## src/inc/safety_input_regs.svh

```systemverilog
`ifndef SAFETY_INPUT_REGS_SVH
`define SAFETY_INPUT_REGS_SVH
// Field positions within input byte 0.
`define SIB_RESERVED_BIT 0
`define SIB_ESTOP_BIT 1
`define SIB_OPSAFE_BIT 2
`define SIB_OPACK_BIT 3
`define SIB_STOP1_BIT 4
`define SIB_STOP2_BIT 5
// Timing: clock rate and drives-off delay after safety stop 1.
`define SIB_CLK_HZ 40000000
`define SIB_STOP1_DELAY_MS 1500
`define SIB_STOP1_DELAY_CYC ((`SIB_CLK_HZ / 1000) * `SIB_STOP1_DELAY_MS)
// Reset value of the synchroniser: every function stopped, acknowledgement bit high.
`define SIB_BYTE_RST 8'h08
`endif

```

## src/inc/safety_input_pkg.sv

```systemverilog
package safety_input_pkg;
  typedef enum logic [1:0] {
    ST_IDLE = 2'b00,
    ST_RUN = 2'b01,
    ST_STOP1 = 2'b10,
    ST_OFF = 2'b11
  } drive_state_t;
endpackage : safety_input_pkg

```

## src/verilog/safety_input_byte_decoder.sv

```systemverilog
`timescale 1ns/1ps
`default_nettype none
`include "safety_input_regs.svh"
module safety_input_byte_decoder #(
  parameter int unsigned STOP1_DELAY_CYC = `SIB_STOP1_DELAY_CYC
) (
  // Clock and reset.
  input wire logic clk_in,
  input wire logic rstn_in,
  // Received input byte 0 and configuration.
  input wire logic [7:0] input_byte_in,
  input wire logic reserved_input_assigned_in,
  input wire logic ack_required_in,
  // Decoded status.
  output logic ext_estop_active_out,
  output logic operator_safety_out,
  output logic operator_safety_acked_out,
  output logic servo_hold_out,
  // Enables.
  output logic motion_enable_out,
  output logic drives_enable_out,
  output logic second_supply_switch_out
);

  ////////////////////////////////////////////////////////////////////////////
  // Elaboration check: the drives-off timer needs at least one cycle.
  if (STOP1_DELAY_CYC < 1) begin : gen_bad_delay
    $error("STOP1_DELAY_CYC must be at least one");
  end

  ////////////////////////////////////////////////////////////////////////////
  // Motion and the second supply are allowed by the same condition.
  function automatic logic enable_ok(input logic go_ok, input logic s1_n, input logic s2_n);
    return go_ok && s1_n && s2_n;
  endfunction : enable_ok

  ////////////////////////////////////////////////////////////////////////////
  // Registers and next values.
  logic [7:0] sync1_r;
  logic [7:0] sync2_r;
  logic ack_prev_r;
  logic acked_r;
  logic [31:0] cnt_r;
  safety_input_pkg::drive_state_t st_r;
  logic motion_r;
  logic drives_r;
  logic supply_r;
  logic estop_r;
  logic opsafe_r;
  logic hold_r;
  logic estop_nxt;
  logic opsafe_nxt;
  logic hold_nxt;
  logic acked_nxt;
  logic [31:0] cnt_nxt;
  safety_input_pkg::drive_state_t st_nxt;
  logic motion_nxt;
  logic drives_nxt;
  logic supply_nxt;
  logic reserved_ok;
  logic estop_n;
  logic opsafe;
  logic stop1_n;
  logic stop2_n;

  ////////////////////////////////////////////////////////////////////////////
  // Input synchronisers.
  // The reset value stops every function, so nothing is enabled before real input arrives.
  always_ff @(posedge clk_in or negedge rstn_in) begin
    if (!rstn_in) begin
      sync1_r <= `SIB_BYTE_RST;
      sync2_r <= `SIB_BYTE_RST;
    end else begin
      sync1_r <= input_byte_in;
      sync2_r <= sync1_r;
    end
  end

  ////////////////////////////////////////////////////////////////////////////
  // Field decode; bits 6 and 7 are never read.
  always_comb begin
    reserved_ok = !reserved_input_assigned_in || sync2_r[`SIB_RESERVED_BIT];
    estop_n = sync2_r[`SIB_ESTOP_BIT];
    opsafe = sync2_r[`SIB_OPSAFE_BIT];
    stop1_n = sync2_r[`SIB_STOP1_BIT];
    stop2_n = sync2_r[`SIB_STOP2_BIT];
  end

  ////////////////////////////////////////////////////////////////////////////
  // Operator safety acknowledgement.
  // The previous bit resets high, so a bit held high through reset is no acknowledgement.
  always_comb begin
    acked_nxt = acked_r;
    if (!opsafe) begin
      acked_nxt = 1'b0;
    end else if (!ack_prev_r && sync2_r[`SIB_OPACK_BIT]) begin
      acked_nxt = 1'b1;
    end
  end

  always_ff @(posedge clk_in or negedge rstn_in) begin
    if (!rstn_in) begin
      ack_prev_r <= 1'b1;
      acked_r <= 1'b0;
    end else begin
      ack_prev_r <= sync2_r[`SIB_OPACK_BIT];
      acked_r <= acked_nxt;
    end
  end

  ////////////////////////////////////////////////////////////////////////////
  // Enable sequencing.
  // Safety stops drop motion and supply at once; stop one drops the drives after the timer, stop two leaves them on.
  always_comb begin
    logic go;
    go = estop_n && opsafe && (acked_r || !ack_required_in) && reserved_ok;
    st_nxt = st_r;
    cnt_nxt = cnt_r;
    motion_nxt = enable_ok(go, stop1_n, stop2_n);
    supply_nxt = enable_ok(go, stop1_n, stop2_n);
    drives_nxt = drives_r;
    unique case (st_r)
      safety_input_pkg::ST_IDLE: begin
        st_nxt = safety_input_pkg::ST_RUN;
        drives_nxt = estop_n;
      end
      safety_input_pkg::ST_RUN: begin
        drives_nxt = estop_n;
        if (!estop_n) begin
          st_nxt = safety_input_pkg::ST_OFF;
        end else if (!stop1_n) begin
          st_nxt = safety_input_pkg::ST_STOP1;
          cnt_nxt = 32'h0;
        end
      end
      safety_input_pkg::ST_STOP1: begin
        // Drives stay on while the timer runs and drop once it expires or at once on emergency stop.
        drives_nxt = 1'b1;
        if (!estop_n) begin
          st_nxt = safety_input_pkg::ST_OFF;
          drives_nxt = 1'b0;
        end else if (stop1_n) begin
          st_nxt = safety_input_pkg::ST_RUN;
        end else if (cnt_r >= STOP1_DELAY_CYC - 1) begin
          st_nxt = safety_input_pkg::ST_OFF;
          drives_nxt = 1'b0;
        end else begin
          cnt_nxt = cnt_r + 32'h1;
        end
      end
      safety_input_pkg::ST_OFF: begin
        // Drives return only once emergency stop and safety stop one are both clear.
        drives_nxt = 1'b0;
        if (estop_n && stop1_n) begin
          st_nxt = safety_input_pkg::ST_RUN;
          drives_nxt = 1'b1;
        end
      end
    endcase
  end

  always_ff @(posedge clk_in or negedge rstn_in) begin
    if (!rstn_in) begin
      st_r <= safety_input_pkg::ST_IDLE;
      cnt_r <= 32'h0;
      motion_r <= 1'b0;
      drives_r <= 1'b0;
      supply_r <= 1'b0;
    end else begin
      st_r <= st_nxt;
      cnt_r <= cnt_nxt;
      motion_r <= motion_nxt;
      drives_r <= drives_nxt;
      supply_r <= supply_nxt;
    end
  end

  ////////////////////////////////////////////////////////////////////////////
  // Decoded status flags.
  always_comb begin
    estop_nxt = !estop_n;
    opsafe_nxt = opsafe;
    hold_nxt = drives_nxt && !stop2_n;
  end

  always_ff @(posedge clk_in or negedge rstn_in) begin
    if (!rstn_in) begin
      estop_r <= 1'b0;
      opsafe_r <= 1'b0;
      hold_r <= 1'b0;
    end else begin
      estop_r <= estop_nxt;
      opsafe_r <= opsafe_nxt;
      hold_r <= hold_nxt;
    end
  end

  ////////////////////////////////////////////////////////////////////////////
  // Ports come straight from the registers.
  always_comb begin
    ext_estop_active_out = estop_r;
    operator_safety_out = opsafe_r;
    operator_safety_acked_out = acked_r;
    servo_hold_out = hold_r;
    motion_enable_out = motion_r;
    drives_enable_out = drives_r;
    second_supply_switch_out = supply_r;
  end
endmodule : safety_input_byte_decoder
`default_nettype wire

```

## config.mk

```make
export PLATFORM = sky130hd
export DESIGN_NAME = safety_input_byte_decoder
export DESIGN_NICKNAME = d
export VERILOG_FILES = /design/src/inc/safety_input_pkg.sv /design/src/verilog/safety_input_byte_decoder.sv
export VERILOG_INCLUDE_DIRS = /design/src /design/src/inc
export SDC_FILE = /design/constraint.sdc
export NUM_CORES = 1
export LEC_CHECK = 0
export ABC_AREA = 1
export BUFFER_PORTS_ARGS = -buffer_cell sky130_fd_sc_hd__buf_4
export CELL_PAD_IN_SITES_DETAIL_PLACEMENT = 1
export CELL_PAD_IN_SITES_GLOBAL_PLACEMENT = 2
export CORE_MARGIN = 2
export CORE_UTILIZATION = 36
export CTS_BUF_LIST = sky130_fd_sc_hd__clkbuf_4
export DETAILED_ROUTE_END_ITERATION = 8
export GPL_TIMING_DRIVEN = 1
export PLACE_DENSITY_LB_ADDON = 0.1
export SLEW_MARGIN = 20
export SYNTH_ARGS = -nofsm -noshare
export SYNTH_HDL_FRONTEND = slang
export SYNTH_SLANG_ARGS = --single-unit
```

## constraint.sdc

```tcl
create_clock -name clk_in -period 2.1 [get_ports clk_in]
set_input_delay 0.105 -clock clk_in [delete_from_list [all_inputs] [get_ports clk_in]]
set_output_delay 0.105 -clock clk_in [all_outputs]
set_load 0.005 [all_outputs]
```

# After elaboration in Yosys (flattened, before gate mapping)
# Index checks and enable logic that the tools add are counted.
[op_classes] n_mux=20 addsub=1 reduce_logical=20 magnitude_cmp=1 n_eq_ne=12
[op_table] operator="$mux W32" count=5
[op_table] operator="$pmux W32 S2" count=1
[op_table] operator="$add A32 B1 Y32 const B" count=1
[op_table] operator="$ge A32 B26 Y1 const B" count=1
[op_table] operator="$mux W2" count=6
[op_table] operator="$ne A2 B2 Y1 const B" count=6
[op_table] operator="$logic_and A1 B1 Y1" count=8
[op_table] operator="$pmux W2 S4" count=1
[op_table] operator="$mux W1" count=6
[op_table] operator="$reduce_and A6 Y1" count=1
[op_table] operator="$logic_not A1 Y1" count=5
[op_table] operator="$eq A2 B2 Y1 const B" count=2
[op_table] operator="$ne A4 B4 Y1 const B" count=1
[op_table] operator="$ne A3 B3 Y1 const B" count=1
[op_table] operator="$pmux W1 S3" count=1
[op_table] operator="$reduce_and A3 Y1" count=1
[op_table] operator="$eq A2 B1 Y1 const B" count=1
[op_table] operator="$logic_not A2 Y1" count=1
[op_table] operator="$logic_or A1 B1 Y1" count=2
[op_table] operator="$ne A2 B1 Y1 const B" count=1
[op_table] operator="$reduce_bool A2 Y1" count=1
[op_table] operator="$reduce_or A2 Y1" count=1
[totals] elab_cells=65 regBits=53

# Longest topological paths before layout
[depth] ltp_word=6 ltp_mapped=13 depth_no_buf=12

# Least setup slack after synthesis
# OpenSTA, ideal clock, no wires.
[synth_path] path_type="register to register" from="reg cnt_r[0]" to="reg cnt_r[6]" period_less_slack_ns=1.743 path_slack_ns=0.357 stages_incl_launch_ff=14 arrival_time_ns=1.626 required_time_ns=1.983 path_cell_list="dfrtp_1 > ha_1 > nand2_2 > inv_2 > nand2_4 > nor2_4 > nand2_2 > nand2_2 > nand2_2 > nand4_4 > nand2_4 > buf_6 > nand2_1 > nand2_1"
[synth_via] elab_chain_cells=5 elab_cells_between_ends=8 classes_between="add/sub: 1; order compare: 1; eq/ne: 1; mux: 4; reduce/logical: 1"
[synth_lines] item="start: declaration" line="safety_input_byte_decoder.sv:43" text="logic [31:0] cnt_r;"
[synth_lines] item="start signal: assignment" line="safety_input_byte_decoder.sv:171" text="cnt_r <= cnt_nxt;"
[synth_lines] item="$add A32 B1 Y32" line="safety_input_byte_decoder.sv:148" text="cnt_nxt = cnt_r + 32'h1;"
[synth_lines] item="$mux W32" line="safety_input_byte_decoder.sv:144" text="end else if (cnt_r >= STOP1_DELAY_CYC - 1) begin"
[synth_lines] item="$mux W32" line="safety_input_byte_decoder.sv:142" text="end else if (stop1_n) begin"
[synth_lines] item="$mux W32" line="safety_input_byte_decoder.sv:139" text="if (!estop_n) begin"
[synth_lines] item="$pmux W32 S2" line="safety_input_byte_decoder.sv:122" text="unique case (st_r)"
# Several ways; a longest one is shown, not always the timed one. The select of a mux whose other input is x is not followed.
# A chain may end at the register's enable or synchronous reset.

# Final worst setup path
[layout_path] from="reg cnt_r[1]" to="reg cnt_r[9]"
# Same word-level chain as after synthesis.

==> flow_summary.ini <==
[power_and_ir_drop]
clkPwrFrac_pct = 27.5
power_leakage_nw = 1.60
seqPwrFrac_pct = 49.3
p_per_area_nw_per_um2 = 665
p_int_mw = 1.51
power_frac_comb_pct = 23.2
p_switching_mw = 0.749
finalPower_mw = 2.26
ir_drop_mv = 0.324
sw_frac_of_total_pct = 33.2

[min_path]
hold_path.class = in -> async

[synth]
synth_top_area_share_pct = 42.0
ys_seq_elements = 53
yosysWarnings = 0
ys_top_cells_by_count = nand2_1 (132), nor2_1 (73), dfrtp_1 (50)
syn_inst = 406
synth_area_leaders = dfrtp_1 (42%), nand2_1 (17%), nor2_1 (9.2%)
synth_most_common_cell = nand2_1
synth_nets = 422
syn-cell-area_um2 = 2980
synth_edf_count = 0
synth_ff_type = dfrtp_1
async_reset_ff_share_pct = 100
postSynthAreaPerCell_um2 = 7.34
synth_top_area_cell = dfrtp_1
synth-seq-area-share_pct = 44.6
synth_cell_types = 27

[setup_path]
cp-start-kind = flip-flop
critPathMaxFanout = 13
critPathBufInv = 2
critPathSlowestCell = dfrtp_1
slowest_delay_ns = 0.44
cp_common_cell = nand2_2
worstPathRequired_ns = 2.42
path_class = reg -> reg
critPathArrivalTime_ns = 2.22
path_cells = ha_1 > nand2_2 > inv_2 > nand2_4 > nor2_4 > nand2_2 > nand2_2 > nand2_2 > nand4_4 > buf_4 > nand3_1 > nand2_1
critPathTopFamily = simple AND/OR/NAND/NOR gates
endpoint_kind = flip-flop

[grt]
grt_use_total_pct = 18.5
grt-ovfl-total = 0
grt_max_degree = 54
antenna_found_initial = 0
grt_pass1_wl_mm = 12.9
grt_pass1_vias = 2601

[sta]
drv_slew = 0
finalSetupViolCount = 0
rsz0062_at_grt = false
hold_viol_final = 0
max-slew-margin-rel_pct = 53.6
fmax_mhz = 527
finalSetupTns_ns = 0
setup_ws_ns = 0.203
period_share_pct = 90.3
fin_skew_ns = 0.0239
min_period_ns = 1.90
tightest_slew_ns = 0.696

[clock_network]
htreeDepth = 2
clock_latency_ns = 0.39
numCtsBuffers = 5
tritoncts = built
cts_setup_buffers = 0
clk_pin_slew_ns = 0.18
clkSinkCount = 53
clockRootBuffer = clkbuf_4
clockBufferDepth = 2

[floorplanning]
fp.dieW_um = 95.0
die-area_um2 = 9020
initial_core_util_pct = 36.6
ioPinCount = 19
rows = 33
die_h_um = 95.0
core_area_um2 = 8130

[drt]
drtPass1Iterations = 4
final_antenna_net_count = 0
drc = 0
wl_mm = 7.49
drt_first_iter_violations = 89
wl_per_cell_um = 13.8
vias = 2542
viasPerCell = 4.70

[run_status]
status = finished clean

[cells_and_area]
area_growth_pct = 13.9
fin_area_um2 = 3400
antenna_cells = 0
finalNetCount = 451
drive_above_1_share_pct = 12.2

[placement]
routabilityCongestion = 0.799
dp_hpwl_mm = 5.42
io_buffer_count = 16
placed_area_um2 = 3210
dp_slack_ns = 0.114

[flow_run]
maxCapViolCount = 0
[worst reg2reg max path, cell delays in order (launching register included)]
cell and delay (ns):
dfrtp_1 0.44, ha_1 0.23, nand2_2 0.07, inv_2 0.08, nand2_4 0.08, nor2_4 0.20
nand2_2 0.07, nand2_2 0.08, nand2_2 0.08, nand4_4 0.11, buf_4 0.22, nand3_1 0.10
nand2_1 0.08
[kinds of logic (layout without fill, tap and decap cells)]
family | count (synthesis) | in the layout | share of synthesized area, %
and+or+nand+nor | 269 | 269 | 38.5
DFF | 53 | 53 | 44.6
buffers and inverters | 52 | 82 | 7.85
xor gates and xnor gates | 18 | 18 | 5.29
AOI/OAI and AO/OA | 10 | 10 | 2.02
adders and majority gates | 4 | 4 | 1.68
[cell usage in the layout, fill, tap and decap left out]
cell and instances:
inv_2 2, a221oi_1 1, nand4_1 5, nor3_1 6
a21boi_0 1, nand3_2 1, nand2_1 132, nand2_4 1
buf_4 24, dfrtp_1 50, dfstp_2 3, nand2_8 1
a21oi_1 4, nor2_1 73, dlygate4sd3_1 9, nor2_4 1
xor2_1 14, inv_1 39, nor2_2 6, xnor2_1 4
bufinv_16 1, o21ai_0 3, nand3_1 38, nand2_2 4
ha_1 4, nand4_4 1, inv_6 2, clkbuf_4 5
a21oi_2 1
[registers in the layout (all words and copies together) (netlist names)]
register	count
sync1_r	6
ack_prev_r	1
operator_safety_out	1
cnt_r	32
second_supply_switch_out	1
sync2_r	6
operator_safety_acked_out	1
st_r	2
servo_hold_out	1
ext_estop_active_out	1
drives_enable_out	1
[power by group through the flow]
stage | registers (mW) | logic (mW) | clock network, mW
2_1_floorplan | 1.13 | 0.352 | 0
3_3_place_gp | 1.13 | 0.505 | 0
3_5_place_dp | 1.13 | 0.511 | 0
4_1_cts | 1.12 | 0.526 | 0.661
5_1_grt | 1.12 | 0.595 | 0.698
6_report | 1.11 | 0.524 | 0.621
[metal layers]
metal | global-route usage [%] | part of all wire [%] | up-vias
li1 | - | - | 1302
met1 | 26.1 | 52 | 1225
met2 | 30.0 | 46 | 11
met3 | 2.39 | 1.3 | 4
met4 | 4.35 | 0.88 | 0
met5 | 0 | 0 | -
[area by class of cell]
| class | instances | area, µm² |
|---|---|---|
| Multi-Input combinational cell | 301 | 1430 |
| Clock buffer | 5 | 37.5 |
| Fill cell | 1032 | 4740 |
| Clock inverter | 3 | 47.5 |
| Tap cell | 105 | 131 |
| Timing Repair Buffer | 33 | 270 |
| Inverter | 41 | 154 |
| Sequential cell | 53 | 1330 |
[path summary, 6_finish.rpt]
path	start	to	slack [ns]	depth (start not counted)
max	cnt_r[1]	cnt_r[9]	0.20	12
min	rstn_in	cnt_r[22]	0.27	2
max reg2reg	cnt_r[1]	cnt_r[9]	0.20	12
min reg2reg	sync1_r[5]	sync2_r[5]	0.37	0
max in group asynchronous	rstn_in	cnt_r[18]	1.33	2
min in group clk_in	input_byte_in[2]	sync1_r[2]	0.35	2
[per-stage QoR]
step / utilization [%] / std cells / hold slack, ns
floorplan: - / 406 / -0.191
CTS: 41.6 / 541 / 0.292
global placement: 39.5 / 524 / 0.187
global route: 41.7 / 541 / 0.318
finish: 41.7 / 541 / 0.265
detailed placement: 39.5 / 524 / 0.197
[what timing repair did]
item                       CTS  global route
setup endpoints to repair    0            26
hold endpoints to repair    57             0
hold buffers                 9             0
resized for setup            0             1
(Power assumes the default switching activity.)
